[src/verilog/inv_timer_cfg.svh]
// constants of the three-phase dead-time pwm timer: addresses, fields,
// reset values. assumes inclusion by every file that uses its macros; the package does not include it.
`ifndef INV_TIMER_CFG_SVH
`define INV_TIMER_CFG_SVH

// register addresses
`define CTRL_ADDR 16'hFF88
`define MODE_ADDR 16'hFF89
`define DTIME_ADDR 16'hFF8A
`define BUF_BASE 16'hFF90
`define CMP_BASE 16'hFFA0

// control register fields
`define CE_BIT 7
`define TCL_MSB 5
`define TCL_LSB 3
`define IDEV_MSB 2
`define IDEV_LSB 0
`define CTRL_WMASK 8'hBF

// mode register fields
`define FLAG_BIT 4
`define ALV_BIT 3
`define EDGE_BIT 2
`define STOP_BIT 1
`define MODE_WMASK 8'h0E

// reset values, plus the index of the period compare
`define CTRL_RST 8'h00
`define MODE_RST 8'h00
`define PERIOD_RST 10'h0FF
`define CMP_RST 10'h000
`define DTIME_RST 8'hFF
`define DIV_RST 3'h7
`define DT_IDLE 8'hFF
`define PERIOD_IDX 3

`endif

[src/verilog/inv_timer_pkg.sv]
// types shared by the pwm timer and its dead-time channels.
// assumes nothing beyond a systemverilog compiler.
`default_nettype none

package inv_timer_pkg;

   // one register access from the cpu side
   typedef struct packed {
      logic [15:0] addr;
      logic [15:0] wdata;
      logic wr;
      logic byte_sel;
   } reg_req_t;

   // carrier counting direction, one-hot
   typedef enum logic [1:0] {
      CNT_UP = 2'b01,
      CNT_DOWN = 2'b10
   } cnt_dir_t;

   // active state of one complementary phase pair
   typedef struct packed {
      logic pos;
      logic neg;
   } phase_act_t;

endpackage

`default_nettype wire

[src/verilog/inv_timer.sv]
// three-phase inverter pwm timer: carrier, compares, buffers, outputs.
// assumes a cpu register port on sys_clk_i and an async output-off pin.
`include "inv_timer_cfg.svh"
`default_nettype none

module inv_timer (
   // clock and reset
   input wire logic sys_clk_i,
   input wire logic rstn_i,
   // register port
   input wire inv_timer_pkg::reg_req_t reg_req_i,
   output logic [15:0] reg_rdata_o,
   // stop sources
   input wire logic output_off_input_i,
   input wire logic watchdog_irq_i,
   // gate pins, three-state as value plus enable
   output logic [5:0] gate_output_o,
   output logic [5:0] gate_oe_o,
   // interrupt pulses
   output logic gated_underflow_irq_o,
   output logic trigger_a_match_irq_o,
   output logic trigger_b_match_irq_o
);

   logic [7:0] ctrl;
   logic [7:0] mode;
   logic output_enabled_flag;
   logic [7:0] dead_time_reload;
   logic [9:0] cmp [0:5];
   logic [9:0] buffer [0:5];
   logic [9:0] carrier_updown_counter;
   logic [9:0] next_cnt;
   inv_timer_pkg::cnt_dir_t dir;
   inv_timer_pkg::cnt_dir_t next_dir;
   logic [4:0] prescale;
   logic [4:0] tick_mask;
   logic tick;
   logic underflow;
   logic [2:0] underflow_divider;
   logic [2:0] div_inc;
   logic [2:0] phase_ff;
   logic [2:0] phase_match;
   inv_timer_pkg::phase_act_t act [0:2];
   logic off_sync1;
   logic off_sync2;
   logic off_prev;
   logic off_edge;
   logic stop_evt;
   logic ctrl_wr;
   logic ce;
   logic ce_rise;
   logic ce_fall;
   logic drive;
   logic [15:0] next_rdata;

   // merge a word or byte write into a 10-bit register
   function automatic logic [9:0] merge10(input logic [9:0] cur,
                                          input logic [15:0] wd,
                                          input logic bsel,
                                          input logic hi);
      logic [9:0] res;
      res = cur;
      if (hi) begin
         res[9:8] = wd[1:0];
      end else if (bsel) begin
         res[7:0] = wd[7:0];
      end else begin
         res = wd[9:0];
      end
      return res;
   endfunction

   assign ce = ctrl[`CE_BIT];
   assign ctrl_wr = reg_req_i.wr && reg_req_i.addr == `CTRL_ADDR;
   assign ce_rise = ctrl_wr && reg_req_i.wdata[`CE_BIT] && !ce;
   assign ce_fall = ctrl_wr && !reg_req_i.wdata[`CE_BIT] && ce;

   // control register, software owned; write mask keeps bit 6 at zero
   always_ff @(posedge sys_clk_i) begin
      if (!rstn_i) begin
         ctrl <= `CTRL_RST;
      end else if (ctrl_wr) begin
         ctrl <= reg_req_i.wdata[7:0] & `CTRL_WMASK;
      end
   end

   // mode register; the status bit lives apart and is read-only
   always_ff @(posedge sys_clk_i) begin
      if (!rstn_i) begin
         mode <= `MODE_RST;
      end else if (reg_req_i.wr && reg_req_i.addr == `MODE_ADDR) begin
         mode <= reg_req_i.wdata[7:0] & `MODE_WMASK;
      end
   end

   // dead-time reload only changes while the carrier is stopped
   always_ff @(posedge sys_clk_i) begin
      if (!rstn_i) begin
         dead_time_reload <= `DTIME_RST;
      end else if (reg_req_i.wr && reg_req_i.addr == `DTIME_ADDR
                   && !ce) begin
         dead_time_reload <= reg_req_i.wdata[7:0];
      end
   end

   // count clock prescaler; prohibited codes fall back to /32
   always_comb begin
      case (ctrl[`TCL_MSB:`TCL_LSB])
         3'h0: tick_mask = 5'h00;
         3'h1: tick_mask = 5'h01;
         3'h2: tick_mask = 5'h03;
         3'h3: tick_mask = 5'h07;
         3'h4: tick_mask = 5'h0F;
         default: tick_mask = 5'h1F;
      endcase
   end
   assign tick = ce && ((prescale & tick_mask) == tick_mask);

   always_ff @(posedge sys_clk_i) begin
      if (!rstn_i || !ce) begin
         prescale <= 5'h00;
      end else begin
         prescale <= prescale + 5'h01;
      end
   end

   // next carrier value; turn at period or zero on the next count
   always_comb begin
      next_cnt = carrier_updown_counter;
      next_dir = dir;
      case (dir)
         inv_timer_pkg::CNT_UP: begin
            if (carrier_updown_counter == cmp[`PERIOD_IDX]) begin
               next_cnt = carrier_updown_counter - 10'h001;
               next_dir = inv_timer_pkg::CNT_DOWN;
            end else begin
               next_cnt = carrier_updown_counter + 10'h001;
            end
         end
         default: begin
            if (carrier_updown_counter == 10'h000) begin
               next_cnt = 10'h001;
               next_dir = inv_timer_pkg::CNT_UP;
            end else begin
               next_cnt = carrier_updown_counter - 10'h001;
            end
         end
      endcase
   end
   // underflow: reaching zero while counting down
   assign underflow = tick && dir == inv_timer_pkg::CNT_DOWN
                      && next_cnt == 10'h000;

   // carrier counter, cleared and held while disabled
   always_ff @(posedge sys_clk_i) begin
      if (!rstn_i || !ce) begin
         carrier_updown_counter <= 10'h000;
         dir <= inv_timer_pkg::CNT_UP;
      end else if (tick) begin
         carrier_updown_counter <= next_cnt;
         dir <= next_dir;
      end
   end

   // underflow divider; the irq flop doubles as the transfer strobe
   assign div_inc = underflow_divider + 3'h1;
   always_ff @(posedge sys_clk_i) begin
      if (!rstn_i || !ce) begin
         underflow_divider <= `DIV_RST;
         gated_underflow_irq_o <= 1'b0;
      end else if (underflow
                   && div_inc == ctrl[`IDEV_MSB:`IDEV_LSB]) begin
         underflow_divider <= `DIV_RST;
         gated_underflow_irq_o <= 1'b1;
      end else begin
         gated_underflow_irq_o <= 1'b0;
         if (underflow) begin
            underflow_divider <= div_inc;
         end
      end
   end

   // buffers and compares, one slice per index
   for (genvar i = 0; i < 6; i++) begin : g_cmp
      localparam logic [15:0] BUF_ADDR = `BUF_BASE + 16'(2 * i);
      localparam logic [15:0] CMP_ADDR = `CMP_BASE + 16'(2 * i);
      localparam logic [9:0] RST_VAL =
         (i == `PERIOD_IDX) ? `PERIOD_RST : `CMP_RST;
      logic buf_lo;
      logic buf_hi;
      logic cmp_lo;
      logic cmp_hi;
      assign buf_lo = reg_req_i.wr && reg_req_i.addr == BUF_ADDR;
      assign buf_hi = reg_req_i.wr && reg_req_i.byte_sel
                      && reg_req_i.addr == BUF_ADDR + 16'h0001;
      assign cmp_lo = reg_req_i.wr && reg_req_i.addr == CMP_ADDR;
      assign cmp_hi = reg_req_i.wr && reg_req_i.byte_sel
                      && reg_req_i.addr == CMP_ADDR + 16'h0001;

      // buffer writable whether or not the carrier runs
      always_ff @(posedge sys_clk_i) begin
         if (!rstn_i) begin
            buffer[i] <= RST_VAL;
         end else if (buf_lo || buf_hi) begin
            buffer[i] <= merge10(buffer[i], reg_req_i.wdata,
                                 reg_req_i.byte_sel, buf_hi);
         end
      end

      // compare: cleared on stop except the period, loaded at transfer, written stopped
      always_ff @(posedge sys_clk_i) begin
         if (!rstn_i) begin
            cmp[i] <= RST_VAL;
         end else if (ce_fall && i != `PERIOD_IDX) begin
            cmp[i] <= `CMP_RST;
         end else if (gated_underflow_irq_o) begin
            cmp[i] <= buffer[i];
         end else if (!ce && (cmp_lo || cmp_hi)) begin
            cmp[i] <= merge10(cmp[i], reg_req_i.wdata,
                              reg_req_i.byte_sel, cmp_hi);
         end
      end
   end

   // phase flip-flops toggle when the carrier steps onto a compare
   for (genvar c = 0; c < 3; c++) begin : g_phase
      assign phase_match[c] = tick && next_cnt == cmp[c];
      always_ff @(posedge sys_clk_i) begin
         if (!rstn_i || !ce) begin
            phase_ff[c] <= 1'b0;
         end else if (phase_match[c]) begin
            phase_ff[c] <= ~phase_ff[c];
         end
      end

      dead_time_channel u_dead_time (
         .sys_clk_i(sys_clk_i),
         .rstn_i(rstn_i),
         .ce_i(ce),
         .match_i(phase_match[c]),
         .phase_i(phase_ff[c]),
         .reload_i(dead_time_reload),
         .act_o(act[c])
      );

      // registered pins: enable, then level per chosen polarity
      always_ff @(posedge sys_clk_i) begin
         if (!rstn_i) begin
            gate_output_o[2 * c] <= 1'b0;
            gate_output_o[2 * c + 1] <= 1'b0;
            gate_oe_o[2 * c] <= 1'b0;
            gate_oe_o[2 * c + 1] <= 1'b0;
         end else begin
            gate_oe_o[2 * c] <= drive;
            gate_oe_o[2 * c + 1] <= drive;
            gate_output_o[2 * c] <= drive
               && (mode[`ALV_BIT] ? act[c].pos : ~act[c].pos);
            gate_output_o[2 * c + 1] <= drive
               && (mode[`ALV_BIT] ? act[c].neg : ~act[c].neg);
         end
      end
   end

   // trigger compare interrupts, one-cycle pulses
   always_ff @(posedge sys_clk_i) begin
      if (!rstn_i) begin
         trigger_a_match_irq_o <= 1'b0;
         trigger_b_match_irq_o <= 1'b0;
      end else begin
         trigger_a_match_irq_o <= tick && next_cnt == cmp[4];
         trigger_b_match_irq_o <= tick && next_cnt == cmp[5];
      end
   end

   // off pin: two-stage synchroniser, then an edge detector after it
   always_ff @(posedge sys_clk_i) begin
      if (!rstn_i) begin
         off_sync1 <= 1'b0;
         off_sync2 <= 1'b0;
         off_prev <= 1'b0;
      end else begin
         off_sync1 <= output_off_input_i;
         off_sync2 <= off_sync1;
         off_prev <= off_sync2;
      end
   end
   assign off_edge = mode[`EDGE_BIT] ? (off_sync2 && !off_prev)
                                     : (!off_sync2 && off_prev);
   assign stop_evt = ce && ((mode[`STOP_BIT] && off_edge)
                            || watchdog_irq_i);

   // status flag: the start write sets it while ce is still low;
   // a start never meets a stop, since every stop needs ce high
   always_ff @(posedge sys_clk_i) begin
      if (!rstn_i) begin
         output_enabled_flag <= 1'b0;
      end else if (ce_rise) begin
         output_enabled_flag <= 1'b1;
      end else if (!ce || ce_fall || stop_evt) begin
         output_enabled_flag <= 1'b0;
      end
   end
   // the start cycle itself also sets the flag next edge
   always_comb begin
      drive = ce && output_enabled_flag;
   end

   // read mux; unmapped addresses read zero
   always_comb begin
      next_rdata = 16'h0000;
      if (reg_req_i.addr == `CTRL_ADDR) begin
         next_rdata = {8'h00, ctrl};
      end else if (reg_req_i.addr == `MODE_ADDR) begin
         next_rdata = {8'h00, mode | ({7'h00, output_enabled_flag}
                                      << `FLAG_BIT)};
      end else if (reg_req_i.addr == `DTIME_ADDR) begin
         next_rdata = {8'h00, dead_time_reload};
      end
      for (int k = 0; k < 6; k++) begin
         if (reg_req_i.addr == `BUF_BASE + 16'(2 * k)) begin
            next_rdata = {6'h00, buffer[k]};
         end else if (reg_req_i.addr == `BUF_BASE + 16'(2 * k + 1)) begin
            next_rdata = {14'h0000, buffer[k][9:8]};
         end else if (reg_req_i.addr == `CMP_BASE + 16'(2 * k)) begin
            next_rdata = {6'h00, cmp[k]};
         end
      end
   end

   // read data registered, valid one cycle after the address
   always_ff @(posedge sys_clk_i) begin
      if (!rstn_i) begin
         reg_rdata_o <= 16'h0000;
      end else begin
         reg_rdata_o <= next_rdata;
      end
   end

endmodule

`default_nettype wire

[src/verilog/dead_time_channel.sv]
// one 8-bit dead-time down counter and its complementary pair.
// assumes match pulses and phase level come from the same clock.
`include "inv_timer_cfg.svh"
`default_nettype none

module dead_time_channel (
   // clock and reset
   input wire logic sys_clk_i,
   input wire logic rstn_i,
   // control from the carrier side
   input wire logic ce_i,
   input wire logic match_i,
   input wire logic phase_i,
   input wire logic [7:0] reload_i,
   // pair activity
   output inv_timer_pkg::phase_act_t act_o
);

   logic [7:0] dt_cnt;
   logic running;

   // reload on match, count down, wrap 00 to FF and halt there
   always_ff @(posedge sys_clk_i) begin
      if (!rstn_i || !ce_i) begin
         dt_cnt <= `DT_IDLE;
         running <= 1'b0;
      end else if (match_i) begin
         dt_cnt <= reload_i;
         running <= 1'b1;
      end else if (running) begin
         dt_cnt <= dt_cnt - 8'h01;
         // underflow ends the gap; reload N gives N+1 cycles
         if (dt_cnt == 8'h00) begin
            running <= 1'b0;
         end
      end
   end

   // both sides stay inactive while the gap runs, 00 still gives one
   assign act_o.pos = phase_i & ~running;
   assign act_o.neg = ~phase_i & ~running;

endmodule

`default_nettype wire

[config.mk]
export PLATFORM = sky130hd
export DESIGN_NAME = inv_timer
export DESIGN_NICKNAME = d
export VERILOG_FILES = /design/src/verilog/inv_timer_pkg.sv /design/src/verilog/inv_timer.sv /design/src/verilog/dead_time_channel.sv
export VERILOG_INCLUDE_DIRS = /design/src /design/src/verilog
export SDC_FILE = /design/constraint.sdc
export NUM_CORES = 1
export LEC_CHECK = 0
export ABC_AREA = 1
export BUFFER_PORTS_ARGS = -buffer_cell sky130_fd_sc_hd__buf_2
export CORE_ASPECT_RATIO = 1.75
export CORE_MARGIN = 2
export CORE_UTILIZATION = 30
export DETAILED_ROUTE_END_ITERATION = 8
export PLACE_DENSITY = 0.44
export SLEW_MARGIN = 10
export SYNTH_ARGS = -nofsm -noshare
export SYNTH_HDL_FRONTEND = slang
export SYNTH_HIERARCHICAL = 1
export SYNTH_SLANG_ARGS = --single-unit
[constraint.sdc]
create_clock -name sys_clk_i -period 6.3 [get_ports sys_clk_i]
set_clock_uncertainty 0.2 [all_clocks]
set_input_delay 0.63 -clock sys_clk_i [delete_from_list [all_inputs] [get_ports sys_clk_i]]
set_output_delay 0.63 -clock sys_clk_i [all_outputs]
set_load 0.01 [all_outputs]
==> impl_metrics.ini <==
[outcome]
status = finished clean

[drt]
ant_nets = 0
drc = 0
routedWlPerCell_um = 20.3
first_pass_iters = 4
vias = 11200
via_per_inst = 5.06
drt-total-wl_um = 45100
drt_iter0_markers = 596

[synthesis]
synth_ff_type = edfxtp_1
synth_area_leader_cell = edfxtp_1
ys_warn_count = 6
synthesis.area_sq_um = 12600
synth.area.top_cells = edfxtp_1, dfxtp_1, nand2_1
synthArstFlopShare = 0
syn_area_per_cell_sq_um = 7.78
ys_seq_area_frac = 0.432
synth_top_area_frac = 0.286
ys_types = 55
netlist_instances = 1621
synth_seq_cells = 212
synth_edf_count = 120

[timing]
period_minus_slack_ns = 4.56
hold_viol = 0
finalCritPeriodShare = 0.723
slew_violations = 0
relSlewSlack = 0.204
setup_tns_ns = 0
fmax_mhz = 219
worst_pin_slew_ns = 1.19
rsz0062_at_grt = no
setup_violations = 0

[min_path]
hp-start = output_off_input_i
hold_path_depth = 3
holdPathEnd = off_sync1$_SDFF_PN0_
hold_class = in2reg

[clock_tree]
cts.path.max_buffers = 3
cts_tree = done
clock_sinks = 212
postCtsSetupBuffers = 0
clkTransAtPathRegs_ns = 0.06
clkLatencyLatePin_ns = 0.54
cts_max_level = 1
ctsResizeCount = 0
cts_buffers = 23
cts_root_buffer = clkbuf_16
hold_buffers = 0

[layout]
n_fill_cell = 4520
area_growth_pct = 11.6
antenna_cells = 0
layout_commonest_cell = nand2_1
multiInputGateArea_sq_um = 5860
layout.nets = 1698
layout.cells.most_common_list = nand2_1, inv_1, nor2_1
regArea_sq_um = 5450
layout-drive-gt1-share = 0.116

[floorplan]
dieWidth_um = 159
start_util = 0.303
num_rows = 99
die_h_um = 275
dieArea_sq_um = 43700
core_area_sq_um = 41600
ios = 69

[power_and_ir_drop]
comb_power_share = 0.045
p_sw_frac = 0.243
power.density_nw_per_um2 = 212
worst_ir_drop_vdd_uv = 157
p_leak_uw = 0.00573
power_frac_clock = 0.450
power_switching_uw = 724
p_total_uw = 2980
power_frac_seq = 0.505
cellInternalPower_uw = 2260

[grt]
overflow = 0
grt_pass1_wl_um = 67800
antenna_found_initial = 0
grt_usage = 0.203
grt_max_degree = 51
grt_pass1_vias = 11200

[worst_setup_path]
cp-startpoint = carrier_updown_counter[2]$_SDFFE_PP0P_
r2r_slack_ns = 1.74
worstReg2RegEnd = g_phase[0].u_dead_time/dt_cnt[7]$_SDFFE_PP1P_
critical_path_class = reg2reg
critPathMaxFanout = 11
max_stage_delay_ns = 0.87
critPathTopFamily = simple AND/OR/NAND/NOR gates
crit_chain = clkinv_4 > nor2_1 > nor3_2 > nand4_1 > nor2_2 > nor2_2 > inv_1 > nand3_1 > nand3_2 > xnor2_1 > nor3_2 > o2111ai_1 > a211oi_2 > inv_4 > nand2_4 > o21ai_0 > a21oi_1 > nand2_1
rr_startpoint = carrier_updown_counter[2]$_SDFFE_PP0P_
endpoint_kind = flip-flop
crit_path_top_delay_cell = a211oi_2
arrival_ns = 4.78
worst-path-buf-inv = 3
setup.worst_path.start_class = flip-flop
rr_worst_depth = 18
required_ns = 6.53

[flow_run]
drv_cap = 0

[placed_design]
gp_congestion = 0.871
io_buffers = 56
dpl.hpwl_um = 34600
power by group through the flow:
stage                     logic, uW  clock network, uW  registers, uW
after global routing            146               1420           1510
after floorplan                75.0                  0           1530
final                           134               1340           1510
after detailed placement        135                  0           1540
after global placement          134                  0           1540
after CTS                       135               1380           1510
routing by layer:
| layer | vias to the layer above | wire length [um] | global-route usage |
|---|---|---|---|
| li1 | 5516 | - | - |
| met1 | 5344 | 16400 | 0.207 |
| met2 | 274 | 24400 | 0.399 |
| met5 | - | 0 | 0 |
| met4 | 0 | 2770 | 0.121 |
| met3 | 101 | 1510 | 0.0211 |
worst min-delay path: stages:
cell and delay, ns:
buf_2 0.07, nand2_1 0.04, inv_1 0.04
cell type report:
type / count / share of cell area
clock buffers: 28 / 0.0438
clock inverters: 13 / 0.00730
inverters: 254 / 0.0687
multi-input cells: 1090 / 0.417
flip-flops and latches: 212 / 0.387
well taps: 555 / 0.0494
repair buffers: 69 / 0.0269
Yosys cell counts, drive strengths merged (2+ instances only):
cell type  count
nor2         188
a22oi          4
edfxtp       120
xor2          42
a2111oi        2
a31oi          5
inv          247
o22ai         51
o21ai        147
o311ai         5
or2           13
nor4           5
o2111ai        4
clkinv         7
clkbuf        45
buf           25
a21oi         86
nand4         24
ha            10
o221ai        10
xnor2         18
nor3          20
nand2        288
o211ai        61
a211oi         6
dfxtp         92
a22o           2
nand3         86
cell families (layout without fill, tap and decap cells):
| group | count (synthesis) | count (layout) | share of synthesized area |
|---|---|---|---|
| flops | 212 | 212 | 0.432 |
| compound gates | 388 | 388 | 0.187 |
| simple gates | 626 | 626 | 0.224 |
| other cells | 1 | 6 | 0.000298 |
| xor+xnor | 60 | 60 | 0.0417 |
| buf+inv | 324 | 364 | 0.105 |
| fa+ha+maj | 10 | 10 | 0.00993 |
per-stage QoR:
step / utilization / cells / setup WS, ns / hold WS, ns / instance area (sq um)
CTS: 0.338 / 2221 / 1.72 / 0.0678 / 14100
global route: 0.338 / 2221 / 1.47 / 0.0987 / 14100
global placement: 0.321 / 2180 / 1.76 / 0.196 / 13300
floorplan: - / 1626 / 2.85 / 0.190 / 12600
finish: 0.338 / 2221 / 1.74 / 0.0819 / 14100
detailed placement: 0.321 / 2180 / 1.73 / 0.204 / 13300
worst max-delay path by stage:
stage | endpoint | slack [ns] | depth (start not counted)
CTS | g_phase[0].u_dead_time/dt_cnt[6]$_SDFFE_PP1P_ | 1.72 | 18
floorplan | cmp[3][0]$_DFFE_PP_ | 2.85 | 9
global placement | g_phase[0].u_dead_time/dt_cnt[6]$_SDFFE_PP1P_ | 1.76 | 18
global route | g_phase[0].u_dead_time/dt_cnt[7]$_SDFFE_PP1P_ | 1.47 | 16
finish | g_phase[0].u_dead_time/dt_cnt[7]$_SDFFE_PP1P_ | 1.74 | 18
detailed placement | g_phase[0].u_dead_time/dt_cnt[6]$_SDFFE_PP1P_ | 1.73 | 18
state kept, by name, summed over array words and instances (netlist names), 2 cells and up:
register and count:
buffer 60, carrier_updown_counter 10, cmp 60, ctrl 7, dead_time_reload 8, dir 2
g_phase.u_dead_time/dt_cnt 24, g_phase.u_dead_time/running 3, gate_output_o 6, mode 3, phase_ff 3, prescale 5
reg_rdata_o 10, underflow_divider 3
Note: power is estimated with default switching activity, not from simulation.
